$ cat config.mk
export PLATFORM = sky130hd
export DESIGN_NAME = hfdc_top
export DESIGN_NICKNAME = d
export VERILOG_FILES = /design/src/hfdc_skid.v /design/src/hfdc_top.v
export VERILOG_INCLUDE_DIRS = /design/src
export SDC_FILE = /design/constraint.sdc
export NUM_CORES = 2
export LEC_CHECK = 0
export BUFFER_PORTS_ARGS = -buffer_cell sky130_fd_sc_hd__buf_2
export CORE_UTILIZATION = 45
export DETAILED_ROUTE_END_ITERATION = 8
export PLACE_DENSITY = 0.63
export SYNTH_ARGS = -nofsm -noshare
export SYNTH_HDL_FRONTEND = slang
export SYNTH_SLANG_ARGS = --single-unit
$ cat constraint.sdc
create_clock -name CLK -period 5.8 [get_ports CLK]
set_input_delay 0.58 -clock CLK [delete_from_list [all_inputs] [get_ports CLK]]
set_output_delay 0.58 -clock CLK [all_outputs]
set_load 0.05 [all_outputs]
$ cat src/hfdc_regs.vh
// constants for the host fifo datapath control block
`ifndef HFDC_REGS_VH
`define HFDC_REGS_VH
// first transmit command word fields
`define HFDC_A_BUFSZ_MSB 10
`define HFDC_A_LS_BIT 12
`define HFDC_A_FS_BIT 13
// second transmit command word fields
`define HFDC_B_PKTLEN_MSB 10
// receive start offset field
`define HFDC_OFF_WORD_MSB 4
`define HFDC_OFF_WORD_LSB 2
// default fifo sizes and burst length
`define HFDC_DATA_AW 6
`define HFDC_STAT_AW 4
`define HFDC_BURST_WORDS 8'h04
// skid entry layout
`define HFDC_SK_W 36
`define HFDC_SK_LAST 32
`define HFDC_SK_LB_LSB 33
`define HFDC_SK_LB_MSB 34
`define HFDC_SK_STAT 35
// transmit parser phases
`define HFDC_TXP_A 3'h1
`define HFDC_TXP_B 3'h2
`define HFDC_TXP_D 3'h4
// receive formatter states
`define HFDC_FMT_IDLE 5'h01
`define HFDC_FMT_LEAD 5'h02
`define HFDC_FMT_BODY 5'h04
`define HFDC_FMT_FLUSH 5'h08
`define HFDC_FMT_PAD 5'h10
// reset values
`define HFDC_RST_FLAG 1'h0
`define HFDC_RST_WORD 32'h00000000
`endif

$ cat src/hfdc_skid.v
// two-entry buffer with valid and ready on both sides
`timescale 1ns/1ps
module hfdc_skid #(
	parameter W = 36
) (
	input wire clk,
	input wire arst_n,
	input wire in_valid,
	input wire [W-1:0] in_data,
	output wire in_ready,
	output wire out_valid,
	output wire [W-1:0] out_data,
	input wire out_ready
);
	reg [W-1:0] e0_reg;
	reg [W-1:0] e1_reg;
	reg [1:0] cnt_reg;
	reg [1:0] cnt_next;
	reg rdy_reg;
	wire push;
	wire pop;
	assign push = in_valid & rdy_reg;
	assign pop = out_valid & out_ready;
	assign out_valid = (cnt_reg != 2'h0);
	assign out_data = e0_reg;
	assign in_ready = rdy_reg;
	always @* begin
		cnt_next = cnt_reg;
		if (push && !pop)
			cnt_next = cnt_reg + 2'h1;
		else if (pop && !push)
			cnt_next = cnt_reg - 2'h1;
	end
	always @(posedge clk or negedge arst_n) begin
		if (!arst_n) begin
			e0_reg <= {W{1'b0}};
			e1_reg <= {W{1'b0}};
			cnt_reg <= 2'h0;
			rdy_reg <= 1'b1;
		end else begin
			cnt_reg <= cnt_next;
			rdy_reg <= (cnt_next != 2'h2);
			if (push && pop) begin
				if (cnt_reg == 2'h1) begin
					e0_reg <= in_data;
				end else begin
					e0_reg <= e1_reg;
					e1_reg <= in_data;
				end
			end else if (push) begin
				if (cnt_reg == 2'h0)
					e0_reg <= in_data;
				else
					e1_reg <= in_data;
			end else if (pop) begin
				e0_reg <= e1_reg;
			end
		end
	end
endmodule // hfdc_skid

$ cat src/hfdc_top.v
// host fifo datapath control: transmit error and stop logic, receive data and status queues
`timescale 1ns/1ps
`include "hfdc_regs.vh"
module hfdc_top #(
	parameter DAW = `HFDC_DATA_AW,
	parameter SAW = `HFDC_STAT_AW,
	parameter [7:0] RX_BURST_WORDS = `HFDC_BURST_WORDS
) (
	input wire CLK,
	input wire ARST_N,
	input wire TX_WR,
	input wire [31:0] TX_WDATA,
	input wire TX_DFIFO_FULL,
	input wire TX_STAT_PUSH,
	input wire TX_STAT_FULL,
	input wire TX_STATUS_DISCARD_ALLOW_OVERRUN,
	input wire TX_ERR_CLR,
	output reg TRANSMIT_ERROR_FLAG,
	input wire TX_STOP_SET,
	input wire TX_ON_SET,
	input wire TX_FRAME_BUSY,
	output reg TX_ON,
	output reg TX_STOP,
	output reg TRANSMIT_HALTED_INTERRUPT,
	input wire MAC_VALID,
	input wire [31:0] MAC_DATA,
	input wire MAC_LAST,
	input wire [1:0] MAC_LAST_BYTES,
	input wire MAC_IS_STATUS,
	output wire MAC_READY,
	input wire [4:0] RX_OFFSET,
	input wire RX_PAD_EN,
	input wire RX_SKIP_HEAD_PACKET_SET,
	output reg RX_SKIP_HEAD_PACKET,
	input wire RX_DUMP_SET,
	output reg RX_DUMP,
	input wire HOST_RD_DATA,
	input wire HOST_RD_STAT,
	output reg [31:0] RX_RDATA,
	output reg [31:0] RX_RSTAT,
	output reg [DAW:0] RX_QUEUE_FILL_DATA,
	output reg [SAW:0] RX_QUEUE_FILL_STAT,
	input wire RX_ERR_CLR,
	output reg RECEIVE_ERROR_FLAG
);
	localparam DDEPTH = 1 << DAW;
	localparam SDEPTH = 1 << SAW;
	localparam [7:0] BMASK = RX_BURST_WORDS - 8'h01;

	// transmit command parser
	reg [2:0] txp_reg;
	reg [10:0] buf_bytes_reg;
	reg ls_reg;
	reg [9:0] words_left_reg;
	reg [31:0] cmd_b_reg;
	reg [15:0] acc_reg;
	reg len_err;
	reg b_err;
	wire tx_take;
	wire [9:0] a_words;
	wire [15:0] acc_sum;
	wire buf_end_b;
	wire buf_end_d;
	assign tx_take = TX_WR & ~TX_DFIFO_FULL;
	assign a_words = {1'b0, TX_WDATA[`HFDC_A_BUFSZ_MSB:2]} + {9'h000, (TX_WDATA[1:0] != 2'h0)};
	assign acc_sum = acc_reg + {5'h00, buf_bytes_reg};
	assign buf_end_b = tx_take && txp_reg == `HFDC_TXP_B && words_left_reg == 10'h000;
	assign buf_end_d = tx_take && txp_reg == `HFDC_TXP_D && words_left_reg == 10'h001;
	always @* begin
		len_err = 1'b0;
		b_err = 1'b0;
		if ((buf_end_b || buf_end_d) && ls_reg)
			len_err = (acc_sum != {5'h00, cmd_b_reg[`HFDC_B_PKTLEN_MSB:0]});
		if (tx_take && txp_reg == `HFDC_TXP_B && acc_reg != 16'h0000)
			b_err = (TX_WDATA != cmd_b_reg);
	end
	always @(posedge CLK or negedge ARST_N) begin
		if (!ARST_N) begin
			txp_reg <= `HFDC_TXP_A;
			buf_bytes_reg <= 11'h000;
			ls_reg <= 1'b0;
			words_left_reg <= 10'h000;
			cmd_b_reg <= `HFDC_RST_WORD;
			acc_reg <= 16'h0000;
		end else if (tx_take) begin
			case (txp_reg)
				`HFDC_TXP_A: begin
					buf_bytes_reg <= TX_WDATA[`HFDC_A_BUFSZ_MSB:0];
					ls_reg <= TX_WDATA[`HFDC_A_LS_BIT];
					words_left_reg <= a_words;
					if (TX_WDATA[`HFDC_A_FS_BIT])
						acc_reg <= 16'h0000;
					txp_reg <= `HFDC_TXP_B;
				end
				`HFDC_TXP_B: begin
					if (acc_reg == 16'h0000)
						cmd_b_reg <= TX_WDATA;
					if (buf_end_b) begin
						acc_reg <= ls_reg ? 16'h0000 : acc_sum;
						txp_reg <= `HFDC_TXP_A;
					end else begin
						txp_reg <= `HFDC_TXP_D;
					end
				end
				`HFDC_TXP_D: begin
					words_left_reg <= words_left_reg - 10'h001;
					if (buf_end_d) begin
						acc_reg <= ls_reg ? 16'h0000 : acc_sum;
						txp_reg <= `HFDC_TXP_A;
					end
				end
				default: txp_reg <= `HFDC_TXP_A;
			endcase
		end
	end

	// transmit error flag and stop handshake
	wire tx_err_set;
	wire stop_done;
	assign tx_err_set = len_err | b_err | (TX_WR & TX_DFIFO_FULL)
		| (TX_STAT_PUSH & TX_STAT_FULL & ~TX_STATUS_DISCARD_ALLOW_OVERRUN);
	assign stop_done = TX_STOP & (TX_STAT_PUSH | ~TX_FRAME_BUSY);
	always @(posedge CLK or negedge ARST_N) begin
		if (!ARST_N) begin
			TRANSMIT_ERROR_FLAG <= `HFDC_RST_FLAG;
			TX_ON <= `HFDC_RST_FLAG;
			TX_STOP <= `HFDC_RST_FLAG;
			TRANSMIT_HALTED_INTERRUPT <= `HFDC_RST_FLAG;
		end else begin
			TRANSMIT_ERROR_FLAG <= tx_err_set | (TRANSMIT_ERROR_FLAG & ~TX_ERR_CLR);
			TRANSMIT_HALTED_INTERRUPT <= stop_done;
			if (stop_done) begin
				TX_STOP <= 1'b0;
				TX_ON <= 1'b0;
			end else begin
				TX_STOP <= TX_STOP | TX_STOP_SET;
				TX_ON <= TX_ON | TX_ON_SET;
			end
		end
	end

	// receive input buffer from the mac side
	wire sk_valid;
	wire [`HFDC_SK_W-1:0] sk_data;
	reg sk_ready;
	hfdc_skid #(.W(`HFDC_SK_W)) u_skid (
		.clk(CLK),
		.arst_n(ARST_N),
		.in_valid(MAC_VALID),
		.in_data({MAC_IS_STATUS, MAC_LAST_BYTES, MAC_LAST, MAC_DATA}),
		.in_ready(MAC_READY),
		.out_valid(sk_valid),
		.out_data(sk_data),
		.out_ready(sk_ready)
	);
	wire s_stat;
	wire s_last;
	wire [2:0] s_lbn;
	assign s_stat = sk_data[`HFDC_SK_STAT];
	assign s_last = sk_data[`HFDC_SK_LAST];
	assign s_lbn = (sk_data[`HFDC_SK_LB_MSB:`HFDC_SK_LB_LSB] == 2'h0) ? 3'h4
		: {1'b0, sk_data[`HFDC_SK_LB_MSB:`HFDC_SK_LB_LSB]};

	// receive fifos
	reg [32:0] dmem [0:DDEPTH-1];
	reg [31:0] smem [0:SDEPTH-1];
	reg [DAW-1:0] dwr_reg;
	reg [DAW-1:0] drd_reg;
	reg [SAW-1:0] swr_reg;
	reg [SAW-1:0] srd_reg;
	wire dfull;
	wire sfull;
	wire dempty;
	wire sempty;
	assign dfull = RX_QUEUE_FILL_DATA[DAW];
	assign sfull = RX_QUEUE_FILL_STAT[SAW];
	assign dempty = (RX_QUEUE_FILL_DATA == {(DAW+1){1'b0}});
	assign sempty = (RX_QUEUE_FILL_STAT == {(SAW+1){1'b0}});

	// receive formatter: offset, shift, flush, pad
	reg [4:0] fmt_reg;
	reg [4:0] fmt_next;
	reg [4:0] off_reg;
	reg [4:0] off_next;
	reg [2:0] lead_reg;
	reg [2:0] lead_next;
	reg [31:0] carry_reg;
	reg [31:0] carry_next;
	reg [7:0] wc_reg;
	reg [7:0] wc_next;
	reg dpush;
	reg [31:0] dword;
	reg dlast;
	reg spush;
	wire [1:0] bsh;
	wire [7:0] wc_inc;
	wire pad_need;
	wire [31:0] shifted;
	assign bsh = off_reg[1:0];
	assign wc_inc = wc_reg + 8'h01;
	assign pad_need = RX_PAD_EN && ((wc_inc & BMASK) != 8'h00);
	assign shifted = (sk_data[31:0] << {bsh, 3'h0}) | carry_reg;
	always @* begin
		fmt_next = fmt_reg;
		off_next = off_reg;
		lead_next = lead_reg;
		carry_next = carry_reg;
		wc_next = wc_reg;
		sk_ready = 1'b0;
		dpush = 1'b0;
		dword = `HFDC_RST_WORD;
		dlast = 1'b0;
		spush = 1'b0;
		case (fmt_reg)
			`HFDC_FMT_IDLE: begin
				if (sk_valid && s_stat) begin
					if (!sfull) begin
						spush = 1'b1;
						sk_ready = 1'b1;
					end
				end else if (sk_valid) begin
					off_next = RX_OFFSET;
					lead_next = RX_OFFSET[`HFDC_OFF_WORD_MSB:`HFDC_OFF_WORD_LSB];
					carry_next = `HFDC_RST_WORD;
					wc_next = 8'h00;
					fmt_next = (RX_OFFSET[`HFDC_OFF_WORD_MSB:`HFDC_OFF_WORD_LSB] != 3'h0)
						? `HFDC_FMT_LEAD : `HFDC_FMT_BODY;
				end
			end
			`HFDC_FMT_LEAD: begin
				if (!dfull) begin
					dpush = 1'b1;
					wc_next = wc_inc;
					lead_next = lead_reg - 3'h1;
					if (lead_reg == 3'h1)
						fmt_next = `HFDC_FMT_BODY;
				end
			end
			`HFDC_FMT_BODY: begin
				if (sk_valid && !s_stat && !dfull) begin
					sk_ready = 1'b1;
					dpush = 1'b1;
					dword = shifted;
					wc_next = wc_inc;
					carry_next = (bsh == 2'h0) ? `HFDC_RST_WORD : (sk_data[31:0] >> (6'h20 - {1'b0, bsh, 3'h0}));
					if (s_last) begin
						if (bsh != 2'h0 && ({1'b0, s_lbn} + {2'h0, bsh}) > 4'h4)
							fmt_next = `HFDC_FMT_FLUSH;
						else if (pad_need)
							fmt_next = `HFDC_FMT_PAD;
						else begin
							dlast = 1'b1;
							fmt_next = `HFDC_FMT_IDLE;
						end
					end
				end
			end
			`HFDC_FMT_FLUSH: begin
				if (!dfull) begin
					dpush = 1'b1;
					dword = carry_reg;
					wc_next = wc_inc;
					if (pad_need)
						fmt_next = `HFDC_FMT_PAD;
					else begin
						dlast = 1'b1;
						fmt_next = `HFDC_FMT_IDLE;
					end
				end
			end
			`HFDC_FMT_PAD: begin
				if (!dfull) begin
					dpush = 1'b1;
					wc_next = wc_inc;
					if (!pad_need) begin
						dlast = 1'b1;
						fmt_next = `HFDC_FMT_IDLE;
					end
				end
			end
			default: fmt_next = `HFDC_FMT_IDLE;
		endcase
	end
	always @(posedge CLK or negedge ARST_N) begin
		if (!ARST_N) begin
			fmt_reg <= `HFDC_FMT_IDLE;
			off_reg <= 5'h00;
			lead_reg <= 3'h0;
			carry_reg <= `HFDC_RST_WORD;
			wc_reg <= 8'h00;
		end else begin
			fmt_reg <= fmt_next;
			off_reg <= off_next;
			lead_reg <= lead_next;
			carry_reg <= carry_next;
			wc_reg <= wc_next;
		end
	end

	// queue pointers, skip, dump and host reads
	wire d_wr;
	wire s_wr;
	wire host_d_rd;
	wire host_s_rd;
	wire skip_pop;
	wire skip_done;
	wire d_rd;
	wire rx_err_set;
	assign d_wr = dpush & ~RX_DUMP;
	assign s_wr = spush & ~RX_DUMP;
	assign host_d_rd = HOST_RD_DATA & ~RX_SKIP_HEAD_PACKET & ~dempty;
	assign host_s_rd = HOST_RD_STAT & ~sempty;
	assign skip_pop = RX_SKIP_HEAD_PACKET & ~dempty;
	assign skip_done = skip_pop & dmem[drd_reg][32];
	assign d_rd = host_d_rd | skip_pop;
	assign rx_err_set = (HOST_RD_DATA & ~RX_SKIP_HEAD_PACKET & dempty) | (HOST_RD_STAT & sempty);
	always @(posedge CLK) begin
		if (d_wr)
			dmem[dwr_reg] <= {dlast, dword};
		if (s_wr)
			smem[swr_reg] <= sk_data[31:0];
	end
	always @(posedge CLK or negedge ARST_N) begin
		if (!ARST_N) begin
			dwr_reg <= {DAW{1'b0}};
			drd_reg <= {DAW{1'b0}};
			swr_reg <= {SAW{1'b0}};
			srd_reg <= {SAW{1'b0}};
			RX_QUEUE_FILL_DATA <= {(DAW+1){1'b0}};
			RX_QUEUE_FILL_STAT <= {(SAW+1){1'b0}};
			RX_RDATA <= `HFDC_RST_WORD;
			RX_RSTAT <= `HFDC_RST_WORD;
			RX_SKIP_HEAD_PACKET <= `HFDC_RST_FLAG;
			RX_DUMP <= `HFDC_RST_FLAG;
			RECEIVE_ERROR_FLAG <= `HFDC_RST_FLAG;
		end else begin
			RECEIVE_ERROR_FLAG <= rx_err_set | (RECEIVE_ERROR_FLAG & ~RX_ERR_CLR);
			RX_DUMP <= RX_DUMP_SET;
			if (RX_DUMP) begin
				dwr_reg <= {DAW{1'b0}};
				drd_reg <= {DAW{1'b0}};
				swr_reg <= {SAW{1'b0}};
				srd_reg <= {SAW{1'b0}};
				RX_QUEUE_FILL_DATA <= {(DAW+1){1'b0}};
				RX_QUEUE_FILL_STAT <= {(SAW+1){1'b0}};
				RX_SKIP_HEAD_PACKET <= RX_SKIP_HEAD_PACKET_SET;
			end else begin
				RX_SKIP_HEAD_PACKET <= RX_SKIP_HEAD_PACKET_SET | (RX_SKIP_HEAD_PACKET & ~skip_done);
				if (d_wr)
					dwr_reg <= dwr_reg + {{(DAW-1){1'b0}}, 1'b1};
				if (d_rd)
					drd_reg <= drd_reg + {{(DAW-1){1'b0}}, 1'b1};
				if (s_wr)
					swr_reg <= swr_reg + {{(SAW-1){1'b0}}, 1'b1};
				if (host_s_rd)
					srd_reg <= srd_reg + {{(SAW-1){1'b0}}, 1'b1};
				if (d_wr && !d_rd)
					RX_QUEUE_FILL_DATA <= RX_QUEUE_FILL_DATA + {{DAW{1'b0}}, 1'b1};
				else if (d_rd && !d_wr)
					RX_QUEUE_FILL_DATA <= RX_QUEUE_FILL_DATA - {{DAW{1'b0}}, 1'b1};
				if (s_wr && !host_s_rd)
					RX_QUEUE_FILL_STAT <= RX_QUEUE_FILL_STAT + {{SAW{1'b0}}, 1'b1};
				else if (host_s_rd && !s_wr)
					RX_QUEUE_FILL_STAT <= RX_QUEUE_FILL_STAT - {{SAW{1'b0}}, 1'b1};
			end
			if (host_d_rd)
				RX_RDATA <= dmem[drd_reg][31:0];
			if (host_s_rd)
				RX_RSTAT <= smem[srd_reg];
		end
	end
endmodule // hfdc_top

Word-level counts from Yosys, hierarchy flattened
Memory sizes are Yosys's and may differ from the RTL's. A register that Yosys moved wholly into a read port is not among the register bits.
Cells that the tools add are included.
{ "totals": {"output_inout_bits": 84, "ram_bits": 2624, "register_bits": 269, "elab_cells": 278, "memories": 2, "inputBits": 91} }
{ "memory_table": {"columns": ["name", "depth", "width", "rd", "rd_ports_with_merged_regs", "wr", "line_no", "source"], "rows": [
  ["dmem", 64, 33, 1, 0, 1, "hfdc_top.v:165", "reg [32:0] dmem [0:DDEPTH-1];"],
  ["smem", 16, 32, 1, 1, 1, "hfdc_top.v:166", "reg [31:0] smem [0:SDEPTH-1];"]
]} }
{ "op_classes": {"muxes": 87, "addsub": 17, "shifts": 2, "eq_ne": 30, "reduce_logical": 68, "order_cmp": 1, "bitwise_logic": 42} }
{ "op_table": {"columns": ["op", "count"], "rows": [
  ["$mux 36", 9],
  ["$mux 32", 6],
  ["$pmux 32 s2", 2],
  ["$mux 5", 14],
  ["$mux 16", 4],
  ["$pmux 16 s3", 1],
  ["$mux 8", 4],
  ["$ne 32x32->1", 1],
  ["$or 32x32->32", 1],
  ["$shl 32x5->32", 1],
  ["$shr 32x6->32", 1],
  ["$ne 2x2->1 const B", 14],
  ["$pmux 5 s5", 1],
  ["$mux 6", 4],
  ["$pmux 8 s3", 1],
  ["$reduce_bool 2->1", 11],
  ["$mux 3", 7],
  ["$mux 7", 3],
  ["$pmux 10 s2", 1],
  ["$and 1x1->1", 19],
  ["$mux 1", 19],
  ["$logic_and 1x1->1", 18],
  ["$reduce_bool 3->1", 6],
  ["$add 16x11->16", 1],
  ["other kinds (51)", 98]
]} }

Longest topological paths before layout
{ "logic_depth": {"depth_word": 11, "depth_mapped": 17, "depth_no_buf": 15} }

Modules after synthesis
From an unflattened synthesis, not the netlist that was laid out.
{ "unflattened": {"cells_unflattened": 5325, "hier_area_um2": 115574.6} }
{ "by_module_without_submodules": {"columns": ["mod", "area_each_um2", "instances", "cells_each", "seq_area_each_um2"], "rows": [
  ["hfdc_top", 111813.5, 1, 5017, 84303.4],
  ["hfdc_skid", 3761.1, 1, 308, 1878.1]
]} }

Worst setup path before layout
No wires, ideal clock.
{ "synth_timing": {"kind": "reg2reg", "startpoint": "register fmt_reg[3]", "endpoint": "memory dmem[43][0], enable pin", "setup_time_ps": 423, "path_buffers": 3, "setup_slack_ps": 1749, "t_required_ps": 5377, "stages_incl_launch_ff": 11, "arrival_time_ps": 3628, "period_less_slack_ps": 4051, "cell_sequence": "dfrtp_1 -> clkbuf_1 -> or3_1 -> or2_1 -> clkbuf_1 -> o21ai_1 -> and2_1 -> clkbuf_1 -> nor2b_1 -> nand3_1 -> nor2_1"} }
{ "synth_between": {"elab_chain_cells": 6, "elab_cells_between_ends": 9, "cone_classes": "4 x eq/ne; 3 x mux; 1 x bitwise; 1 x reduce/logical"} }
{ "synth_lines": {"columns": ["item", "line_no", "source"], "rows": [
  ["start: declaration", "hfdc_top.v:181", "reg [4:0] fmt_reg;"],
  ["start signal: assignment", "hfdc_top.v:286", "fmt_reg <= `HFDC_FMT_IDLE;"],
  ["start signal: assignment", "hfdc_top.v:292", "fmt_reg <= fmt_next;"],
  ["$eq 5x5->1, or another cell as far along", "hfdc_top.v:214", "case (fmt_reg)"],
  ["$reduce_or 3->1 (no source line)", null, null],
  ["$pmux 1 s2 *", "hfdc_top.v:214", null],
  ["$and 1x1->1 *", "hfdc_top.v:309", "assign d_wr = dpush & ~RX_DUMP;"],
  ["$mux 1 *", "hfdc_top.v:318", "if (d_wr)"],
  ["$mux 1 (not written as such) *", "hfdc_top.v:319", "dmem[dwr_reg] <= {dlast, dword};"],
  ["end: declaration", "hfdc_top.v:165", null]
]} }
Mark *: on every way between the ends. The rest lies on a longest branch, timed or not.

Worst setup path after layout
{ "layout_timing": {"startpoint": "register fmt_reg[4]", "endpoint": "memory dmem[9][21], enable pin"} }
Same word-level chain as after synthesis.

==> reports/metrics.cfg <==
[detailed_routing]
wire_per_inst_microns = 32.2
antenna_left = 0
drc = 0
via_count = 58000
drt_iter0_markers = 6880
drt-total-wl_microns = 305000
avgViaCountPerCell = 6.13
drt-pass1-iter-count = 5

[final_layout]
design_area_sq_um = 133000
final_common_cell = edfxtp_1
top_regs = dmem: 2112 flops, smem: 512 flops
final_nets = 5981
seqCellArea_sq_um = 86200
largest_reg_flops = 2112
area_growth_pct = 15.5
final_layout_size_suffix_gt1_share_pct = 31.6
multiInputGateArea_sq_um = 28300
regMostFlops = dmem
fill_cells = 19400
final_cell_mix = edfxtp_1, mux4_2, clkbuf_16, dfrtp_1, buf_4

[clock_tree]
cts_buffer_depth = 4
cts_tree = built
root_buffer = clkbuf_16
clk_pin_slew_ns = 0.06
cts_buffers = 318
htreeDepth = 5
post-cts-setup-buffers = 0
clkSinkCount = 2919
clk_latency_ns = 0.96

[placement]
dp_slack_ns = 1.21
place_congestion = 0.811
dp_hpwl_microns = 179000
post_dp_cell_area_sq_um = 122000
port-buffer-count = 174

[critical_path]
critPathLaunchType = register
critPathMaxFanout = 21
worstPathRequired_ns = 6.33
cp_slowest_stage_delay_ns = 0.73
crit_type = reg2reg
crit_top_cell = buf_4
cp.arrival_ns = 5.16
end_kind = register
crit_path_top_delay_cell = nor2_4
crit_chain = or3_1 > or2_1 > o21ai_1 > buf_4 > and2_1 > nor2b_1 > nand3b_1 > nor2_4 > buf_4

[logic_synthesis]
synth-seq-area-share_pct = 74.9
async_flop_share_pct = 10.1
yosys-mux-area-fraction_pct = 18.5
yosysWarningCount = 0
ys_ff_latch = 2919
synthCells = 5341
synth_edf_count = 2624
synth_top_area_share_pct = 68.5
synthTopCellsByArea = edfxtp_1, mux4_2, dfrtp_1, mux2_2, clkbuf_1
synth_top_family_by_area = multiplexers
synth-compound-area-share_pct = 2.31
yosys.area_share.xor_xnor_pct = 0.640
synth_top_flop_cell = edfxtp_1
postSynthAreaPerCell_sq_um = 21.6
synth_top_area_cell = edfxtp_1
synth-simple-area-share_pct = 1.84
synth_cell_types = 77
syn_nets = 5474
synth.cell_area_sq_um = 115000
synthAdderAreaFrac_pct = 0.500

[sta]
rsz0062_at_grt = no
fin_setup_tns_ns = 0
finalWorstSetupSlack_ns = 1.17
slew_viol_final = 0
timing.final.crit_share_pct = 79.8
clock_skew_ns = 0.101
setup_violations = 0
period_minus_slack_ns = 4.63
slew_headroom_pct = 8.75
fin_hold_ws_ns = 0.0495
finalHoldViolations = 0
fmax_mhz = 216
tightest_slew_ns = 1.37

[global_routing]
overflow = 0
grt_pass1_wl_microns = 434000
grt_pass1_vias = 58600
grt_use_total_pct = 23.7
antenna_found_initial = 13
grt_max_degree = 124

[floorplan]
die_w_microns = 508
dieArea_sq_um = 258000
core-area_sq_um = 254000
die_h_microns = 508
initial_core_util_pct = 45.3
io_pins = 175
fp-row-count = 185

[flow_run]
cap_violations = 0

[worst_hold_path]
hp-class = in2reg

[pwr]
ir_worst_vdd_v = 0.000337
power_density_nw_per_um2 = 435
leakagePower_uw = 0.0415

[outcome]
status = complete, no violations

==> Yosys cell counts (all sizes together) (5+ instances only) <==
| cell | count |
|---|---|
| xnor2 | 26 |
| nor2b | 19 |
| a21oi | 93 |
| or2 | 7 |
| nand2 | 131 |
| and2 | 5 |
| or4 | 5 |
| o41ai | 11 |
| clkbuf | 195 |
| or3 | 12 |
| a2111oi | 9 |
| nor4 | 18 |
| o21a | 5 |
| o21ai | 137 |
| a22o | 27 |
| xor2 | 53 |
| dfrtp | 292 |
| nand3b | 9 |
| and3 | 8 |
| edfxtp | 2624 |
| mux2 | 148 |
| nand2b | 13 |
| a31oi | 14 |
| inv | 70 |
| a21o | 18 |
| a211oi | 15 |
| a32o | 5 |
| nand3 | 21 |
| nand4 | 12 |
| o211ai | 5 |
| nor3 | 16 |
| o31ai | 7 |
| o32ai | 5 |
| mux2i | 48 |
| buf | 102 |
| o22ai | 53 |
| mux4 | 852 |
| ha | 38 |
| nor2 | 163 |
==> layer usage <==
layer / global-route usage, % / wire length, microns / vias up
met5: 0 / 21 / -
met4: 7.45 / 9650 / 4
met3: 4.29 / 23700 / 494
met2: 38.5 / 149000 / 2669
met1: 32.8 / 122000 / 31500
li1: - / - / 23300
==> report_power, final <==
part	switching (uW)	internal (uW)	total, uW
combinational	7730	5150	12900
clock	8020	11600	19600
sequential	1160	24200	25400
==> critical path, delay by kind of cell (launching register included) <==
kind	cells	cell delay, ns
simple gates	6	2.82
flops	1	0.46
compound gates	1	0.18
buf+inv	2	0.76
==> area by class of cell <==
class	instances	share of cell area, %
sequential	2919	64.8
timing repair buffer	484	2.96
clock buffer	421	6.54
clock inverter	133	1.02
tap	3366	3.17
antenna	7	0.0132
multi-input combinational	2054	21.3
inverter	71	0.200
==> worst paths after layout <==
kind                                           start                       endpoint  slack [ns]  cells after the start
setup / recovery              fmt_reg[4]$_DFFE_PN0P_          dmem[9][21]$_DFFE_PP_        1.17                      9
hold / removal               RX_SKIP_HEAD_PACKET_SET  RX_SKIP_HEAD_PACKET$_DFF_PN0_        0.05                      2
setup reg to reg              fmt_reg[4]$_DFFE_PN0P_          dmem[9][21]$_DFFE_PP_        1.17                      9
hold reg to reg            carry_reg[23]$_DFFE_PN0P_      carry_reg[23]$_DFFE_PN0P_        0.48                      2
max in group asynchronous                     ARST_N         srd_reg[1]$_DFFE_PN0P_        4.08                      3
min in group asynchronous                     ARST_N       RX_RSTAT[17]$_DFFE_PN0P_        0.23                      2
==> logic make-up after synthesis <==
| group | Yosys count |
|---|---|
| XOR/XNOR | 81 |
| AO/OA/AOI/OAI | 428 |
| AND/OR/NAND/NOR | 453 |
| buffers and inverters | 368 |
| multiplexers | 1048 |
| flip-flops | 2919 |
| adder cells (fa/ha/maj) | 44 |
==> what timing repair did <==
item	CTS	global route
hold endpoints to repair	185	0
hold buffers	78	0
gates resized for setup	0	0
==> stage by stage <==
| step | cells | power [uW] | utilization (%) |
|---|---|---|---|
| 2_1_floorplan | 5341 | 34300 | - |
| 3_3_place_gp | 8805 | 38500 | 48.0 |
| 3_5_place_dp | 8806 | 38700 | 48.0 |
| 4_1_cts | 9438 | 58200 | 52.2 |
| 5_1_grt | 9451 | 59800 | 52.3 |
| 6_report | 9455 | 57900 | 52.3 |
Power figures use the tool's default switching activity.
